<file path="src/center_pwm_pkg.sv">
// Constants, register map and carrier types of the center-aligned PWM timer
package center_pwm_pkg;
   localparam int NUM_CH = 2;

   // Register byte addresses, one register per aligned word
   localparam logic [7:0] ADDR_CTRL = 8'h00;
   localparam logic [7:0] ADDR_CNT_HI = 8'h04;
   localparam logic [7:0] ADDR_CNT_LO = 8'h08;
   localparam logic [7:0] ADDR_MOD_HI = 8'h0C;
   localparam logic [7:0] ADDR_MOD_LO = 8'h10;
   localparam logic [7:0] ADDR_CH_BASE = 8'h14;
   localparam logic [7:0] ADDR_CH_STRIDE = 8'h0C;
   localparam logic [7:0] OFS_CH_CTRL = 8'h00;
   localparam logic [7:0] OFS_CH_VAL_HI = 8'h04;
   localparam logic [7:0] OFS_CH_VAL_LO = 8'h08;
   localparam logic [23:0] ADDR_UPPER_ZERO = 24'h000000;

   // Timer control register fields
   localparam int CTRL_OVF_FLAG = 7;
   localparam int CTRL_OVF_IE = 6;
   localparam int CTRL_CENTER_ALIGNED_PWM = 5;
   localparam int CTRL_CLKS_LSB = 3;
   localparam int CTRL_PS_LSB = 0;

   // Channel control register fields
   localparam int CH_FLAG = 7;
   localparam int CH_IE = 6;
   localparam int CH_MODE_LSB = 4;
   localparam int CH_ELS_LSB = 2;

   localparam logic [1:0] CLKS_OFF = 2'h0;
   localparam logic [1:0] CLKS_SYS = 2'h1;
   localparam logic [1:0] MODE_OC = 2'h1;
   localparam logic [1:0] ELS_NONE = 2'h0;
   localparam logic [1:0] ELS_TOGGLE = 2'h1;
   localparam logic [1:0] ELS_CLEAR = 2'h2;
   localparam logic [1:0] ELS_SET = 2'h3;

   localparam logic [15:0] CNT_ZERO = 16'h0000;
   localparam logic [15:0] CNT_ONE = 16'h0001;
   localparam logic [15:0] CNT_MAX = 16'hFFFF;
   localparam int SIGN_BIT = 15;
   localparam logic [6:0] PRESC_ZERO = 7'h00;
   localparam logic [6:0] PRESC_ONES = 7'h7F;
   localparam logic [6:0] PRESC_ONE = 7'h01;
   localparam logic [7:0] BYTE_ZERO = 8'h00;
   localparam logic [31:0] WORD_ZERO = 32'h00000000;

   localparam logic [1:0] HTRANS_NONSEQ = 2'h2;

   typedef enum logic [1:0] {
      DIR_UP = 2'b01,
      DIR_DOWN = 2'b10
   } dir_t;

   typedef struct packed {
      logic hsel;
      logic [31:0] haddr;
      logic [1:0] htrans;
      logic hwrite;
      logic [2:0] hsize;
      logic hready;
      logic [31:0] hwdata;
   } ahb_in_t;

   typedef struct packed {
      logic flag;
      logic ie;
      logic [1:0] mode;
      logic [1:0] els;
   } ch_cfg_t;
endpackage

</file>
<file path="src/center_pwm_timer.sv">
// 16-bit timer with center-aligned PWM channels behind an AHB-Lite slave
// Notes on behaviour
// - Center-align select makes counter run 0 up to modulo, back down, forever.
// - Center-aligned pulse is twice channel value, period twice modulo value.
// - Channel flag sets on matches both counting down and counting up.
// - Channel interrupt request is flag AND channel interrupt enable.
// - Edge/level 0:0 still sets flag but leaves output undriven.
// - Edge/level 1:0: high on down-count match, low on up-count match.
// - Edge/level X:1: low on down-count match, high on up-count match.
// - Channel value zero or negative gives 0% duty and no flag.
// - Positive channel value at or above nonzero modulo gives 100%, no flag.
// - Clock source off: modulo and channel values load on second byte write.
// - Clock on, not centered: modulo loads at wrap to zero, or 0xFFFF wrap.
// - Clock on, centered: modulo and channel load at step from modulo down.
// - Output compare: channel value loads on next counter change after write.
// - Edge-aligned PWM: channel value loads at wrap to zero.
// - Debug halt freezes counter and all channel outputs.
// - Counter byte write clears counter, resets non-compare outputs, even halted.
// - Chip reset returns the whole timer to its reset state.
// - Overflow interrupt request is overflow flag AND overflow enable.
// - Up-down counting sets overflow flag stepping from modulo to modulo minus one.
// - Counter byte write clears counter and resets non-compare channel outputs.
`timescale 1ns/1ps
module center_pwm_timer (
   input wire logic sys_clk, // System clock, 125 MHz
   input wire logic rst, // Synchronous reset, active high
   input wire center_pwm_pkg::ahb_in_t bus_in, // AHB-Lite request signals
   output logic hreadyout, // Slave ready, never stretched
   output logic hresp, // Always OKAY
   output logic [31:0] hrdata, // Read data, registered
   input wire logic ext_clk_tick, // Synchronous external clock pulse
   input wire logic debug_halt_mode, // Debug halt active
   output logic [center_pwm_pkg::NUM_CH-1:0] ch_out, // Channel pin levels
   output logic [center_pwm_pkg::NUM_CH-1:0] ch_oe, // Channel pin enables
   output logic overflow_irq, // Overflow interrupt request
   output logic [center_pwm_pkg::NUM_CH-1:0] channel_irq // Channel requests
);
   import center_pwm_pkg::*;

   logic dph_valid_reg;
   logic dph_write_reg;
   logic [7:0] dph_addr_reg;
   logic addr_ok;
   logic [7:0] rd_byte;
   logic [7:0] wbyte;
   logic wr_ctrl, wr_cnt, wr_mod_hi, wr_mod_lo;

   logic ovf_flag_reg, ovf_ie_reg, center_aligned_pwm_reg;
   logic [1:0] clks_reg;
   logic [2:0] ps_reg;
   logic [6:0] presc_reg;
   logic [6:0] presc_mask;
   logic src_tick, tick, clks_off;

   logic [15:0] cnt_reg, cnt_next;
   dir_t dir_reg, dir_next;
   logic wrap, top_turn, free_run;
   logic [15:0] top_val;

   logic [15:0] mod_reg, mod_buf_reg;
   logic mod_hi_wr_reg, mod_lo_wr_reg, mod_load;

   logic [NUM_CH-1:0] ch_hit;
   logic [7:0] ch_rd [NUM_CH];

   assign hreadyout = 1'b1;
   assign hresp = 1'b0;
   assign wbyte = bus_in.hwdata[7:0];
   assign addr_ok = bus_in.haddr[31:8] == ADDR_UPPER_ZERO;
   assign wr_ctrl = dph_valid_reg && dph_write_reg && dph_addr_reg == ADDR_CTRL;
   assign wr_cnt = dph_valid_reg && dph_write_reg &&
      (dph_addr_reg == ADDR_CNT_HI || dph_addr_reg == ADDR_CNT_LO);
   assign wr_mod_hi = dph_valid_reg && dph_write_reg &&
      dph_addr_reg == ADDR_MOD_HI;
   assign wr_mod_lo = dph_valid_reg && dph_write_reg &&
      dph_addr_reg == ADDR_MOD_LO;

   // Address phase capture; writes land in the following data phase
   always_ff @(posedge sys_clk) begin
      if (rst) begin
         dph_valid_reg <= 1'b0;
         dph_write_reg <= 1'b0;
         dph_addr_reg <= BYTE_ZERO;
      end else if (bus_in.hready) begin
         dph_valid_reg <= bus_in.hsel && bus_in.htrans == HTRANS_NONSEQ &&
            addr_ok;
         dph_write_reg <= bus_in.hwrite;
         dph_addr_reg <= bus_in.haddr[7:0];
      end
   end

   // Read data is decoded in the address phase so the slave never waits
   always_comb begin
      rd_byte = BYTE_ZERO;
      if (bus_in.haddr[7:0] == ADDR_CTRL) begin
         rd_byte = {ovf_flag_reg, ovf_ie_reg, center_aligned_pwm_reg, clks_reg, ps_reg};
      end else if (bus_in.haddr[7:0] == ADDR_CNT_HI) begin
         rd_byte = cnt_reg[15:8];
      end else if (bus_in.haddr[7:0] == ADDR_CNT_LO) begin
         rd_byte = cnt_reg[7:0];
      end else if (bus_in.haddr[7:0] == ADDR_MOD_HI) begin
         rd_byte = mod_reg[15:8];
      end else if (bus_in.haddr[7:0] == ADDR_MOD_LO) begin
         rd_byte = mod_reg[7:0];
      end else if (|ch_hit) begin
         // At most one channel decodes an address, so the OR acts as a mux
         for (int k = 0; k < NUM_CH; k++) begin
            rd_byte = rd_byte | ch_rd[k];
         end
      end
   end

   always_ff @(posedge sys_clk) begin
      if (rst) begin
         hrdata <= WORD_ZERO;
      end else if (bus_in.hready && bus_in.hsel && !bus_in.hwrite &&
                   bus_in.htrans == HTRANS_NONSEQ) begin
         hrdata <= addr_ok ? {24'h000000, rd_byte} : WORD_ZERO;
      end
   end

   always_ff @(posedge sys_clk) begin
      if (rst) begin
         ovf_ie_reg <= 1'b0;
         center_aligned_pwm_reg <= 1'b0;
         clks_reg <= CLKS_OFF;
         ps_reg <= 3'h0;
      end else if (wr_ctrl) begin
         ovf_ie_reg <= wbyte[CTRL_OVF_IE];
         center_aligned_pwm_reg <= wbyte[CTRL_CENTER_ALIGNED_PWM];
         clks_reg <= wbyte[CTRL_CLKS_LSB +: 2];
         ps_reg <= wbyte[CTRL_PS_LSB +: 3];
      end
   end

   // Prescaler divides the selected source by two to the power ps
   assign clks_off = clks_reg == CLKS_OFF;
   assign src_tick = clks_reg == CLKS_SYS ? 1'b1 : ext_clk_tick;
   assign presc_mask = ~(PRESC_ONES << ps_reg);
   assign tick = !clks_off && src_tick && !debug_halt_mode &&
      (presc_reg & presc_mask) == presc_mask;

   always_ff @(posedge sys_clk) begin
      if (rst || wr_cnt) begin
         presc_reg <= PRESC_ZERO;
      end else if (!clks_off && src_tick && !debug_halt_mode) begin
         presc_reg <= tick ? PRESC_ZERO : presc_reg + PRESC_ONE;
      end
   end

   assign free_run = mod_reg == CNT_ZERO || mod_reg == CNT_MAX;
   assign top_val = free_run ? CNT_MAX : mod_reg;

   always_comb begin
      cnt_next = cnt_reg;
      dir_next = dir_reg;
      wrap = 1'b0;
      top_turn = 1'b0;
      if (center_aligned_pwm_reg) begin
         if (dir_reg == DIR_UP) begin
            if (cnt_reg >= mod_reg) begin
               dir_next = DIR_DOWN;
               cnt_next = cnt_reg - CNT_ONE;
               top_turn = 1'b1;
            end else begin
               cnt_next = cnt_reg + CNT_ONE;
            end
         end else begin
            if (cnt_reg == CNT_ZERO) begin
               dir_next = DIR_UP;
               cnt_next = CNT_ONE;
            end else begin
               cnt_next = cnt_reg - CNT_ONE;
            end
         end
      end else begin
         if (cnt_reg >= top_val) begin
            cnt_next = CNT_ZERO;
            wrap = 1'b1;
         end else begin
            cnt_next = cnt_reg + CNT_ONE;
         end
      end
   end

   always_ff @(posedge sys_clk) begin
      if (rst) begin
         cnt_reg <= CNT_ZERO;
         dir_reg <= DIR_UP;
      end else if (wr_cnt) begin
         cnt_reg <= CNT_ZERO;
         dir_reg <= DIR_UP;
      end else if (tick) begin
         cnt_reg <= cnt_next;
         dir_reg <= dir_next;
      end
   end

   // Set wins over a software clear in the same cycle
   always_ff @(posedge sys_clk) begin
      if (rst) begin
         ovf_flag_reg <= 1'b0;
      end else begin
         ovf_flag_reg <= (ovf_flag_reg && !(wr_ctrl && !wbyte[CTRL_OVF_FLAG]))
            || (tick && (wrap || top_turn));
      end
   end

   assign overflow_irq = ovf_flag_reg && ovf_ie_reg;

   assign mod_load = mod_hi_wr_reg && mod_lo_wr_reg &&
      (clks_off || (tick && (center_aligned_pwm_reg ? top_turn : wrap)));

   always_ff @(posedge sys_clk) begin
      if (rst) begin
         mod_buf_reg <= CNT_ZERO;
         mod_hi_wr_reg <= 1'b0;
         mod_lo_wr_reg <= 1'b0;
         mod_reg <= CNT_ZERO;
      end else begin
         if (mod_load) begin
            mod_reg <= mod_buf_reg;
         end
         mod_hi_wr_reg <= (mod_hi_wr_reg && !mod_load) || wr_mod_hi;
         mod_lo_wr_reg <= (mod_lo_wr_reg && !mod_load) || wr_mod_lo;
         if (wr_mod_hi) begin
            mod_buf_reg[15:8] <= wbyte;
         end
         if (wr_mod_lo) begin
            mod_buf_reg[7:0] <= wbyte;
         end
      end
   end

   genvar gi;
   generate
      for (gi = 0; gi < NUM_CH; gi++) begin : g_ch
         localparam logic [7:0] CH_ADDR =
            8'(ADDR_CH_BASE + 8'(gi) * ADDR_CH_STRIDE);
         ch_cfg_t cfg_reg;
         logic [15:0] val_reg, val_buf_reg;
         logic hi_wr_reg, lo_wr_reg, val_load, load_point;
         logic wr_cfg, wr_hi, wr_lo;
         logic is_oc, is_edge_aligned_pwm, match, zero_duty, full_duty;
         logic flag_set, pulse_next, out_next, out_reg;
         logic [7:0] addr_a;

         assign addr_a = bus_in.haddr[7:0];
         assign wr_cfg = dph_valid_reg && dph_write_reg &&
            dph_addr_reg == 8'(CH_ADDR + OFS_CH_CTRL);
         assign wr_hi = dph_valid_reg && dph_write_reg &&
            dph_addr_reg == 8'(CH_ADDR + OFS_CH_VAL_HI);
         assign wr_lo = dph_valid_reg && dph_write_reg &&
            dph_addr_reg == 8'(CH_ADDR + OFS_CH_VAL_LO);

         always_comb begin
            ch_hit[gi] = 1'b1;
            ch_rd[gi] = BYTE_ZERO;
            if (addr_a == 8'(CH_ADDR + OFS_CH_CTRL)) begin
               ch_rd[gi] = {cfg_reg, 2'b00};
            end else if (addr_a == 8'(CH_ADDR + OFS_CH_VAL_HI)) begin
               ch_rd[gi] = val_reg[15:8];
            end else if (addr_a == 8'(CH_ADDR + OFS_CH_VAL_LO)) begin
               ch_rd[gi] = val_reg[7:0];
            end else begin
               ch_hit[gi] = 1'b0;
            end
         end

         assign is_oc = !center_aligned_pwm_reg && cfg_reg.mode == MODE_OC;
         assign is_edge_aligned_pwm = !center_aligned_pwm_reg && cfg_reg.mode[1];

         always_comb begin
            if (center_aligned_pwm_reg) begin
               load_point = top_turn;
            end else if (is_edge_aligned_pwm) begin
               load_point = wrap;
            end else begin
               load_point = 1'b1;
            end
         end
         assign val_load = hi_wr_reg && lo_wr_reg &&
            (clks_off || (tick && load_point));

         always_ff @(posedge sys_clk) begin
            if (rst) begin
               val_buf_reg <= CNT_ZERO;
               val_reg <= CNT_ZERO;
               hi_wr_reg <= 1'b0;
               lo_wr_reg <= 1'b0;
            end else begin
               if (val_load) begin
                  val_reg <= val_buf_reg;
               end
               hi_wr_reg <= (hi_wr_reg && !val_load) || wr_hi;
               lo_wr_reg <= (lo_wr_reg && !val_load) || wr_lo;
               if (wr_hi) begin
                  val_buf_reg[15:8] <= wbyte;
               end
               if (wr_lo) begin
                  val_buf_reg[7:0] <= wbyte;
               end
            end
         end

         // Match is taken as the counter enters the channel value
         assign match = tick && cnt_next == val_reg;

         always_comb begin
            if (center_aligned_pwm_reg) begin
               zero_duty = val_reg == CNT_ZERO || val_reg[SIGN_BIT];
               full_duty = !val_reg[SIGN_BIT] && val_reg >= mod_reg &&
                  mod_reg != CNT_ZERO;
            end else begin
               zero_duty = val_reg == CNT_ZERO;
               full_duty = val_reg > mod_reg;
            end
         end

         assign flag_set = match && (center_aligned_pwm_reg || is_edge_aligned_pwm || is_oc) &&
            !((center_aligned_pwm_reg || is_edge_aligned_pwm) && (zero_duty || full_duty));

         // Pulse is the active phase; X:1 polarity inverts it at the pin
         always_comb begin
            pulse_next = out_reg ^ cfg_reg.els[0];
            if (center_aligned_pwm_reg) begin
               if (zero_duty) begin
                  pulse_next = 1'b0;
               end else if (full_duty) begin
                  pulse_next = 1'b1;
               end else if (match) begin
                  pulse_next = dir_next == DIR_DOWN;
               end
            end else if (is_edge_aligned_pwm) begin
               if (zero_duty) begin
                  pulse_next = 1'b0;
               end else if (full_duty) begin
                  pulse_next = 1'b1;
               end else if (match) begin
                  pulse_next = 1'b0;
               end else if (tick && wrap) begin
                  pulse_next = 1'b1;
               end
            end
            out_next = pulse_next ^ cfg_reg.els[0];
            if (is_oc) begin
               out_next = out_reg;
               if (match && cfg_reg.els == ELS_TOGGLE) begin
                  out_next = !out_reg;
               end else if (match && cfg_reg.els == ELS_CLEAR) begin
                  out_next = 1'b0;
               end else if (match && cfg_reg.els == ELS_SET) begin
                  out_next = 1'b1;
               end
            end
         end

         always_ff @(posedge sys_clk) begin
            if (rst) begin
               out_reg <= 1'b0;
            end else if (wr_cnt && !is_oc) begin
               out_reg <= cfg_reg.els[0];
            end else if (tick) begin
               out_reg <= out_next;
            end
         end

         always_ff @(posedge sys_clk) begin
            if (rst) begin
               cfg_reg <= '0;
            end else begin
               if (wr_cfg) begin
                  cfg_reg.ie <= wbyte[CH_IE];
                  cfg_reg.mode <= wbyte[CH_MODE_LSB +: 2];
                  cfg_reg.els <= wbyte[CH_ELS_LSB +: 2];
               end
               cfg_reg.flag <= (cfg_reg.flag && !(wr_cfg && !wbyte[CH_FLAG]))
                  || flag_set;
            end
         end

         assign ch_out[gi] = out_reg;
         assign ch_oe[gi] = cfg_reg.els != ELS_NONE &&
            (center_aligned_pwm_reg || is_edge_aligned_pwm || is_oc);
         assign channel_irq[gi] = cfg_reg.flag && cfg_reg.ie;
      end
   endgenerate

endmodule

</file>
<file path="config.mk">
export PLATFORM = sky130hd
export DESIGN_NAME = center_pwm_timer
export DESIGN_NICKNAME = d
export VERILOG_FILES = /design/src/center_pwm_pkg.sv /design/src/center_pwm_timer.sv
export SDC_FILE = /design/constraint.sdc
export NUM_CORES = 1
export LEC_CHECK = 0
export ABC_AREA = 1
export ABC_CLOCK_PERIOD_IN_PS = 11900
export BUFFER_PORTS_ARGS = -buffer_cell sky130_fd_sc_hd__buf_2
export CORE_MARGIN = 2
export CORE_UTILIZATION = 60
export DETAILED_ROUTE_END_ITERATION = 7
export PLACE_DENSITY_LB_ADDON = 0.15
export SYNTH_ARGS = -nofsm -noshare
export SYNTH_HDL_FRONTEND = slang
export SYNTH_SLANG_ARGS = --single-unit
</file>
<file path="constraint.sdc">
create_clock -name sys_clk -period 11.9 [get_ports sys_clk]
set_input_delay 1.19 -clock sys_clk [delete_from_list [all_inputs] [get_ports sys_clk]]
set_output_delay 1.19 -clock sys_clk [all_outputs]
set_load 0.03 [all_outputs]
</file>
* Word level (Yosys, flattened, before mapping) *
Index checks and enable logic that the tools add are counted.

storage, ports and cells
  register bits after elaboration = 191
  word-level logic and storage cells = 298

operators by class
  add/subtract/negate cells = 3
  order comparisons = 6
  equality and inequality tests = 38
  shifts and indexed selects = 1
  multiplexer cells = 75
  bitwise operators = 7
  reduce and logical (&&, ||, !) cells = 131

operators by type and width
  kind                   count
  $mux 8                 13
  $mux 16                6
  $logic_and 1x1->1      71
  $eq 8x5->1 const B     8
  $ge 16x16->1           4
  $logic_not 16->1       4
  $mux 1                 51
  $eq 8x6->1 const B     6
  $eq 16x16->1           2
  $eq 8x4->1 const B     4
  $gt 16x16->1           2
  $logic_not 24->1       1
  $logic_or 1x1->1       24
  $logic_not 1->1        19
  $add 16x1->16 const B  1
  $eq 16x16->1 const B   1
  $eq 8x3->1 const B     2
  $logic_not 8->1        2
  $reduce_bool 16->1     1
  $sub 16x1->16 const B  1
  $eq 2x1->1 const B     6
  $eq 2x2->1 const B     6
  $ne 5x1->1 const B     2
  $mux 2                 4
  12 further kinds       20

* Depth between registers and ports, before layout *
Gate-level depths: netlist of run 1.

  depth in word-level cells = 17
  gate-level depth with buffers = 37
  depth with buffers taken out = 35

* Worst setup path after synthesis of run 1 *
No wires, ideal clock.

  kind = reg-to-reg
  start = register mod_reg[0]
  end = register g_ch[0].out_reg
  setup time = 132 ps
  arrival time = 3795 ps
  path slack = 7973 ps
  stages on the path, launching flop included = 30
  path buffers = 2
  clock period less this slack = 3927 ps
  cells stage by stage = dfxtp_1 -> nand4_1 -> o41ai_1 -> clkbuf_1 -> nor2_1 -> ha_1 -> nand2_1 -> nor3_2 -> nand3_1 -> nand3_2 -> nand2_2 -> buf_4 -> nand3b_1 -> nand2_1 -> nand2_1 -> nand2_1 -> nor2_1 -> nand3b_1 -> nor2_4 -> nand2_2 -> nand2_1 -> nand3_1 -> nand2_1 -> nand2_1 -> nand3_1 -> nand2_1 -> nand3_1 -> nand2_1 -> nand2_1 -> a21oi_2

on the way
  word-level cells in the longest chain between the ends = 17

RTL lines
  element                                            line                                              RTL
  from (decl)                                        center_pwm_timer.sv:60                            logic [15:0] mod_reg, mod_buf_reg;
  from (signal assigned)                             center_pwm_timer.sv:222                           mod_reg <= mod_buf_reg;
  $eq 16x16->1 or $logic_not 16->1 (tied branches)   center_pwm_timer.sv:151                           assign free_run = mod_reg == CNT_ZERO || mod_reg == CNT_MAX;
  $logic_or 1x1->1                                   center_pwm_timer.sv:151
  $mux 16                                            center_pwm_timer.sv:152                           assign top_val = free_run ? CNT_MAX : mod_reg;
  $ge 16x16->1                                       center_pwm_timer.sv:177                           if (cnt_reg >= top_val) begin
  $mux 16 or $mux 1 (tied branches)                  center_pwm_timer.sv:177
  $mux 16 or $mux 1 (tied branches)                  center_pwm_timer.sv:159                           if (center_aligned_pwm_reg) begin
  $eq 16x16->1 or $logic_and 1x1->1 (tied branches)  center_pwm_timer.sv:307, center_pwm_timer.sv:341
  $logic_and 1x1->1 or $mux 1 (tied branches)        center_pwm_timer.sv:307, center_pwm_timer.sv:341
  $mux 1                                             center_pwm_timer.sv:339                           end else if (match) begin
  $mux 1                                             center_pwm_timer.sv:337                           end else if (full_duty) begin
  $mux 1                                             center_pwm_timer.sv:335                           if (zero_duty) begin
  $mux 1                                             center_pwm_timer.sv:334                           end else if (is_edge_aligned_pwm) begin
  $mux 1                                             center_pwm_timer.sv:326                           if (center_aligned_pwm_reg) begin
  $xor 1x1->1                                        center_pwm_timer.sv:345                           out_next = pulse_next ^ cfg_reg.els[0];
  $mux 1                                             center_pwm_timer.sv:346                           if (is_oc) begin
  $mux 1                                             center_pwm_timer.sv:363                           end else if (tick) begin
  $mux 1                                             center_pwm_timer.sv:361                           end else if (wr_cnt && !is_oc) begin
  to (signal assigned)                               center_pwm_timer.sv:362                           out_reg <= cfg_reg.els[0];
  to (signal assigned)                               center_pwm_timer.sv:364                           out_reg <= out_next;
  to (decl)                                          center_pwm_timer.sv:245                           logic flag_set, pulse_next, out_next, out_reg;

Several ways; a longest one is shown, not always the timed one. The select of a mux whose other input is x is not followed.
A chain may end at the register's enable or synchronous reset.

* Worst setup path after layout of run 1 *
  start = register mod_reg[11]
  end = register g_ch[1].out_reg

on the way
  word-level cells in the longest chain between the ends = 17

RTL lines
  element                                            line
  $eq 16x16->1 or $logic_not 16->1 (tied branches)   center_pwm_timer.sv:151
  $logic_or 1x1->1                                   center_pwm_timer.sv:151
  $mux 16                                            center_pwm_timer.sv:152
  $ge 16x16->1                                       center_pwm_timer.sv:177
  $mux 16 or $mux 1 (tied branches)                  center_pwm_timer.sv:177
  $mux 16 or $mux 1 (tied branches)                  center_pwm_timer.sv:159
  $eq 16x16->1 or $logic_and 1x1->1 (tied branches)  center_pwm_timer.sv:307, center_pwm_timer.sv:341
  $logic_and 1x1->1 or $mux 1 (tied branches)        center_pwm_timer.sv:307, center_pwm_timer.sv:341
  $mux 1                                             center_pwm_timer.sv:339
  $mux 1                                             center_pwm_timer.sv:337
  $mux 1                                             center_pwm_timer.sv:335
  $mux 1                                             center_pwm_timer.sv:334
  $mux 1                                             center_pwm_timer.sv:326
  $xor 1x1->1                                        center_pwm_timer.sv:345
  $mux 1                                             center_pwm_timer.sv:346
  $mux 1                                             center_pwm_timer.sv:363
  $mux 1                                             center_pwm_timer.sv:361
  to (signal assigned)                               center_pwm_timer.sv:362
  to (signal assigned)                               center_pwm_timer.sv:364
  to (decl)                                          center_pwm_timer.sv:245

Several ways; a longest one is shown, not always the timed one. The select of a mux whose other input is x is not followed.

==> results of run 1 <==
## cells by family after synthesis
group,count (synthesis),synth area share (%)
AND/OR/NAND/NOR,700,29.7
AO/OA/AOI/OAI,371,18.9
buffers and inverters,255,10.3
flip-flops,167,31.2
adder cells (fa/ha/maj),67,7.82
XOR/XNOR,25,2.04
other,2,0.0701
## power breakdown
group | internal [W] | switching [W]
clock network | 0.000283 | 0.000270
logic | 0.0000114 | 0.0000409
registers | 0.000560 | 0.00000142
## how the worst min path moves through the flow
stage,to,from,cells after the start
2_1_floorplan,g_ch[0].hi_wr_reg$_SDFF_PP0_,g_ch[0].hi_wr_reg$_SDFF_PP0_,2
3_3_place_gp,mod_lo_wr_reg$_SDFF_PP0_,mod_lo_wr_reg$_SDFF_PP0_,2
3_5_place_dp,hrdata[2]$_SDFFE_PP0P_,hrdata[2]$_SDFFE_PP0P_,2
4_1_cts,hrdata[2]$_SDFFE_PP0P_,hrdata[2]$_SDFFE_PP0P_,2
5_1_grt,mod_lo_wr_reg$_SDFF_PP0_,mod_lo_wr_reg$_SDFF_PP0_,2
6_report,hrdata[2]$_SDFFE_PP0P_,hrdata[2]$_SDFFE_PP0P_,2
## tightest hold or removal path, delay by kind of cell, from the launching register on
| family | cells | cell delay [ns] |
|---|---|---|
| compound gates | 1 | 0.05 |
| flops | 1 | 0.31 |
| simple gates | 1 | 0.06 |
## layout make-up
type                            instances  area [um2]
Tap cell                              225         282
Inverter                              176         662
Timing Repair Buffer                   69         360
Fill cell                            1613        5770
Clock inverter                         14         133
Sequential cell                       167        3340
Multi-Input combinational cell       1189        6360
Clock buffer                           18         439
## cell usage in the layout, fill, tap and decap left out, types with 5 or more instances in the layout
cell type,Yosys,final
nor2_4,6,6
xor2_1,25,25
buf_4,31,6
o21ai_0,153,153
o22ai_1,33,33
clkinv_1,11,11
nor3_1,24,24
o211ai_1,18,18
nand3_1,63,63
nand2_2,14,14
nor4_1,14,14
nand3_2,7,7
conb_1,2,26
nand4_1,51,51
dfxtp_1,167,167
ha_1,67,67
buf_2,6,63
inv_2,10,11
inv_1,154,153
nand2_1,269,269
nor2_1,226,226
inv_8,0,5
nor2_2,10,10
clkbuf_16,0,17
a21oi_1,140,140
## metrics by stage
stage / area, um2 / util, % / total power, W / instances / setup WS [ns]
final: 11600 / 66.7 / 0.00117 / 1858 / 6.47
after global routing: 11600 / 66.7 / 0.00119 / 1858 / 6.23
after CTS: 11600 / 66.7 / 0.00116 / 1858 / 6.80
after detailed placement: 11000 / 63.4 / 0.000625 / 1826 / 6.85
after global placement: 11000 / 63.4 / 0.000625 / 1826 / 6.86
after floorplan: 10800 / - / 0.000612 / 1611 / 7.97
## layer usage
metal / GRT usage [%] / wire, um / share of wire, % / vias to the layer above
met5: 2.50 / 62 / 0.16 / -
met3: 12.7 / 5250 / 14 / 161
met2: 58.7 / 15300 / 40 / 765
met1: 54.5 / 15000 / 40 / 5214
met4: 20.8 / 2260 / 6.0 / 2
li1: - / - / - / 5364
==> results.toml, run 1 <==
[die]
die_y_um = 138
core_mm2 = 0.0174
initial_core_util_pct = 61.7
dieArea_mm2 = 0.0189
rows = 48
io_pins = 117
die_w_um = 138

[clock_network]
ctsResizeCount = 0
numCtsBuffers = 17
path_clk_slew_ns = 0.07
post_cts.repair.setup_buffers = 0
hold_buffers = 0
cts.path.max_buffers = 2
clock_latency_ns = 0.45
cts_tree = "done"
cts_sinks = 167
h-tree-depth = 4
root_buffer = "clkbuf_16"

[detailed_routing]
routed_wl_mm = 37.9
viasPerCell = 6.19
wl_per_cell_um = 20.4
initialDrtViolationCount = 1636
drt_pass1_iterations = 8
drc_errors = 3
ant_nets = 0
num_vias = 11500

[worst_setup_path]
endpoint = "g_ch[1].out_reg$_SDFFE_PP0P_"
worstPathRequired_ns = 12.20
startpoint = "mod_reg[11]$_SDFFE_PP0P_"
cp_slowest_cell = "nand2_2"
critPathMaxStageDelay_ns = 0.48
path_depth = 32
crit_path_max_fanout = 23
worstSetupPathType = "flip-flop to flip-flop"
crit_buf_inv = 4
crit_arrival_ns = 5.73
reg2reg_slack_ns = 6.47
crit_top_cell = "nand2_1"
r2r-start = "mod_reg[11]$_SDFFE_PP0P_"
critPathCaptureType = "flip-flop"
crit_family = "simple AND/OR/NAND/NOR gates"
start_kind = "flip-flop"
r2r.worst_path.cells = 32
worstReg2RegEnd = "g_ch[1].out_reg$_SDFFE_PP0P_"

[power_and_ir_drop]
leakage_nw = 5.41
p_per_area_mw_per_mm2 = 101
ir_drop_mv = 0.109

[sta]
fmax_mhz = 184
rsz0062_at_grt = "no"
slew_viol_final = 0
tightest_slew_ns = 1.23
hold_violations = 0
setup-tns-final_ns = 0
finalClockSkew_ns = 0.0160
min_period_ns = 5.43
relSlewSlack_pct = 18.0
period_share_pct = 45.6
fin_hold_ws_ns = 0.464
final-setup-viol-count = 0

[yosys]
syn_avg_cell_area_um2 = 6.75
synth_edf_count = 0
synth.area.top_cells = "dfxtp_1, nand2_1, nor2_1"
synth_top_area_share_pct = 31.2
ys.warnings.count = 0
netlist_area_mm2 = 0.0107
synth_area_leader_cell = "dfxtp_1"
synthTopCellsByCount = "nand2_1, nor2_1, dfxtp_1, inv_1, o21ai_0"
netlist_instances = 1587
async_reset_ff_share_pct = 0
post-synth-top-count-cell = "nand2_1"
ys_seq_elements = 167
yosysSeqAreaShare_pct = 31.2
ys.flop_type = "dfxtp_1"
synth.distinct_cells = 51

[global_route]
grt.overflow.total = 0
grt_first_pass_wirelength_mm = 57.3
grt_pass1_vias = 10300
grt_max_degree = 125
antenna_found_initial = 0
grt_usage_pct = 40.8

[min_path]
hold_path.class = "flip-flop to flip-flop"

[cells_and_area]
antenna_cells = 0
final_nets = 1763
drive_above_1_share_pct = 10.2
area_delta_synth_final_pct = 8.09

[placement]
io_buffers = 63
gp_congestion = 1.10
hpwl_mm = 28.0

[status]
violations = "DRC"
status = "complete, but fails checks"

[run]
cap_violations = 0
(Power assumes the default switching activity.)
==> run 2: changes to the inputs <==
ABC_CLOCK_PERIOD_IN_PS = 5500   (was 11900)
clock period = 5.5 ns   (was 11.9 ns; I/O delays follow)
==> results.toml, run 2 (same netlist as run 1, synthesis figures left out) <==
[cells_and_area]
fill_cells = 1577
final_cell_mix = "nand2_1, nor2_1, dfxtp_1"
layout_commonest_cell = "nand2_1"
area_delta_synth_final_pct = 9.29
antenna_cells = 0
drive_above_1_share_pct = 11.0
final_nets = 1778

[detailed_routing]
ant_nets = 0
drt_pass1_iterations = 6
viasPerCell = 6.19
top_layer_used = "met4"
met2WireLength_mm = 16.0
routed_wl_mm = 38.1
num_vias = 11600
wl_met1_mm = 15.5
initialDrtViolationCount = 1340
wl_per_cell_um = 20.4
drc_errors = 0
met3_length_mm = 4.72

[worst_setup_path]
cp_slowest_cell = "nor4_1"
worstPathRequired_ns = 5.80
crit_arrival_ns = 5.33
critPathCaptureType = "flip-flop"
crit_top_cell = "nand2_1"
crit_buf_inv = 4
crit_family = "simple AND/OR/NAND/NOR gates"
worstSetupPathType = "flip-flop to flip-flop"
crit_path_max_fanout = 23
start_kind = "flip-flop"
critPathMaxStageDelay_ns = 0.52

[clock_network]
cts.path.max_buffers = 2
hold_buffers = 0
cts_tree = "done"
root_buffer = "clkbuf_16"
numCtsBuffers = 17
cts_sinks = 167
path_clk_slew_ns = 0.08
h-tree-depth = 4
clock_latency_ns = 0.45

[die]
die_y_um = 138
die_w_um = 138
rows = 48
core_mm2 = 0.0174
io_pins = 117
dieArea_mm2 = 0.0189
initial_core_util_pct = 61.7

[sta]
finalClockSkew_ns = 0.0211
relSlewSlack_pct = 34.5
fmax_mhz = 199
min_period_ns = 5.03
slew_viol_final = 0
fin_hold_ws_ns = 0.351
period_share_pct = 91.5
final-setup-viol-count = 0
setup-tns-final_ns = 0
hold_violations = 0
tightest_slew_ns = 0.974
rsz0062_at_grt = "no"

[placement]
io_buffers = 63
gp_congestion = 1.07
hpwl_mm = 28.2

[global_route]
grt_first_pass_wirelength_mm = 57.7
grt_max_degree = 124
grt_usage_pct = 41.2
grt_pass1_vias = 10200
antenna_found_initial = 0
grt.overflow.total = 0

[power_and_ir_drop]
ir_drop_mv = 0.220
p_per_area_mw_per_mm2 = 216
leakage_nw = 5.47

[status]
status = "finished, final reports clean"

[run]
cap_violations = 0

[min_path]
hold_path.class = "input pin to flip-flop"
==> run 2: path summary, 6_finish.rpt <==
check,startpoint,end,slack [ns],cells after the start
max,mod_reg[2]$_SDFFE_PP0P_,g_ch[1].out_reg$_SDFFE_PP0P_,0.47,32
min,bus_in[39],dph_addr_reg[0]$_SDFFE_PP0P_,0.35,3
max reg2reg,mod_reg[2]$_SDFFE_PP0P_,g_ch[1].out_reg$_SDFFE_PP0P_,0.47,32
min reg2reg,hrdata[1]$_SDFFE_PP0P_,hrdata[1]$_SDFFE_PP0P_,0.47,2
==> run 2: repair_timing <==
item,CTS,global route
setup endpoints to repair,0,1
gates resized for setup,0,1
buffers inserted,0,0
==> run 2: metrics by stage <==
stage | worst slack (ns) | total power, W | std cells | util (%) | area, um2
2_1_floorplan | 1.57 | 0.00132 | 1611 | - | 10800
3_3_place_gp | 0.736 | 0.00136 | 1841 | 64.1 | 11100
3_5_place_dp | 0.615 | 0.00136 | 1841 | 64.1 | 11100
4_1_cts | 0.517 | 0.00253 | 1873 | 67.4 | 11700
5_1_grt | 0.0967 | 0.00258 | 1873 | 67.5 | 11700
6_report | 0.467 | 0.00253 | 1873 | 67.5 | 11700
==> run 2: final cells by class <==
| cell class | count | area, um2 | area share [%] |
|---|---|---|---|
| clock buffer | 17 | 425 | 3.63 |
| clock inverter | 15 | 158 | 1.35 |
| inverter | 176 | 662 | 5.65 |
| multi-input combinational | 1189 | 6370 | 54.4 |
| sequential | 167 | 3340 | 28.5 |
| tap | 225 | 282 | 2.40 |
| timing repair buffer | 84 | 473 | 4.04 |
==> run 2: metal layers <==
layer | global-route usage (%) | vias up
li1 | - | 5397
met1 | 55.2 | 5308
met2 | 60.5 | 765
met3 | 11.5 | 129
met5 | 0.556 | -
met4 | 20.8 | 0
==> run 2: worst min-delay path, stage by stage <==
cell and delay (ns):
buf_2 0.09, nor2_1 0.04, nor2_1 0.08
==> run 2: power breakdown <==
part / switching, W / total, W / internal (W)
sequential: 0.00000324 / 0.00122 / 0.00121
clock: 0.000594 / 0.00120 / 0.000605
combinational: 0.0000882 / 0.000116 / 0.0000274
==> run 3: changes to the inputs <==
GPL_TIMING_DRIVEN = 0   (was default)
==> results.toml, run 3 (same netlist as run 1, synthesis figures left out) <==
[status]
status = "finished, final reports clean"

[worst_setup_path]
endpoint = "g_ch[1].out_reg$_SDFFE_PP0P_"
worstReg2RegEnd = "g_ch[1].out_reg$_SDFFE_PP0P_"
startpoint = "mod_reg[6]$_SDFFE_PP0P_"
worstSetupPathType = "flip-flop to flip-flop"
crit_top_cell = "nand2_1"
start_kind = "flip-flop"
r2r.worst_path.cells = 31
crit_path_max_fanout = 10
reg2reg_slack_ns = 0.28
worstPathRequired_ns = 5.79
critPathMaxStageDelay_ns = 0.48
critPathCaptureType = "flip-flop"
cp_slowest_cell = "nor4_1"
crit_arrival_ns = 5.51
r2r-start = "mod_reg[6]$_SDFFE_PP0P_"

[die]
dieArea_mm2 = 0.0189
rows = 48
die_y_um = 138
core_mm2 = 0.0174
io_pins = 117
die_w_um = 138
initial_core_util_pct = 61.7

[global_route]
grt_max_degree = 18
grt.overflow.total = 0
antenna_found_initial = 0
grt_pass1_vias = 10500
grt_first_pass_wirelength_mm = 59.2
grt_usage_pct = 42.4

[clock_network]
ctsResizeCount = 0
cts.path.max_buffers = 2
cts_tree = "done"
h-tree-depth = 4
root_buffer = "clkbuf_16"
clock_latency_ns = 0.44
numCtsBuffers = 17
hold_buffers = 0
cts_sinks = 167
path_clk_slew_ns = 0.07
post_cts.repair.setup_buffers = 0

[cells_and_area]
multi_input_area_mm2 = 0.00636
final_cell_mix = "nand2_1, nor2_1, dfxtp_1"
antenna_cells = 0
area_delta_synth_final_pct = 11.6
drive_above_1_share_pct = 11.6
seqCellArea_mm2 = 0.00334
final_nets = 1830
fill_cells = 1558
layout_commonest_cell = "nand2_1"

[placement]
hpwl_mm = 30.6
gp_congestion = 1.05
io_buffers = 57

[sta]
final-setup-viol-count = 0
relSlewSlack_pct = 45.1
slew_viol_final = 0
rsz0062_at_grt = "no"
fmax_mhz = 192
tightest_slew_ns = 0.824
setup-tns-final_ns = 0
finalClockSkew_ns = 0.0141
hold_violations = 0
period_share_pct = 94.9
min_period_ns = 5.22

[detailed_routing]
wl_per_cell_um = 20.4
drc_errors = 0
viasPerCell = 6.10
routed_wl_mm = 39.3
ant_nets = 0
initialDrtViolationCount = 1325
drt_pass1_iterations = 6
num_vias = 11700

[min_path]
hold_path.class = "input pin to flip-flop"

[power_and_ir_drop]
report.power.total_w = 0.00254
leakage_nw = 5.62
ir_drop_mv = 0.216
p_per_area_mw_per_mm2 = 213

[run]
cap_violations = 0
run 3: cell type report:
type                       count  share of cell area [%]
timing repair buffer          57                    2.39
inverter                     176                    5.57
buffer                        79                    3.73
tap                          225                    2.35
sequential                   167                    28.0
clock buffer                  18                    3.67
multi-input combinational   1189                    53.2
clock inverter                14                    1.12
run 3: metrics by stage:
step	hold slack (ns)	setup WS, ns	cell area [um2]	cells	util, %
2_1_floorplan	0.441	1.57	10800	1611	-
3_3_place_gp	0.450	0.336	11400	1893	65.5
3_5_place_dp	0.454	0.345	11400	1893	65.5
4_1_cts	0.354	0.329	11900	1925	68.8
5_1_grt	0.358	0.0459	12000	1925	68.9
6_report	0.354	0.281	12000	1925	68.9
run 3: critical path, delay by kind of cell (launching register included):
kind	cells	cell delay [ns]
adder cells (fa/ha/maj)	1	0.30
AO/OA/AOI/OAI	6	0.83
buffers and inverters	4	1.00
flip-flops	1	0.37
AND/OR/NAND/NOR	20	2.60
run 3: metal layers:
| layer | part of all wire [%] | up-vias | GRT usage (%) |
|---|---|---|---|
| li1 | - | 5511 | - |
| met1 | 40 | 5304 | 55.3 |
| met2 | 41 | 766 | 62.3 |
| met3 | 13 | 160 | 13.0 |
| met4 | 5.6 | 0 | 23.0 |
| met5 | 0 | - | 0 |
run 3: where the power goes:
group | internal [W] | switching, W | total (W)
Combinational | 0.0000383 | 0.0000971 | 0.000135
Clock | 0.000612 | 0.000577 | 0.00119
Sequential | 0.00121 | 0.00000341 | 0.00122
Total | 0.00186 | 0.000678 | 0.00254
run 3: how the worst min path moves through the flow:
stage	from	end	slack (ns)	depth (start not counted)
floorplan	g_ch[0].hi_wr_reg$_SDFF_PP0_	g_ch[0].hi_wr_reg$_SDFF_PP0_	0.44	2
global placement	g_ch[1].lo_wr_reg$_SDFF_PP0_	g_ch[1].lo_wr_reg$_SDFF_PP0_	0.45	2
detailed placement	g_ch[1].lo_wr_reg$_SDFF_PP0_	g_ch[1].lo_wr_reg$_SDFF_PP0_	0.45	2
CTS	bus_in[45]	dph_addr_reg[6]$_SDFFE_PP0P_	0.35	3
global route	bus_in[45]	dph_addr_reg[6]$_SDFFE_PP0P_	0.36	3
finish	bus_in[45]	dph_addr_reg[6]$_SDFFE_PP0P_	0.35	3
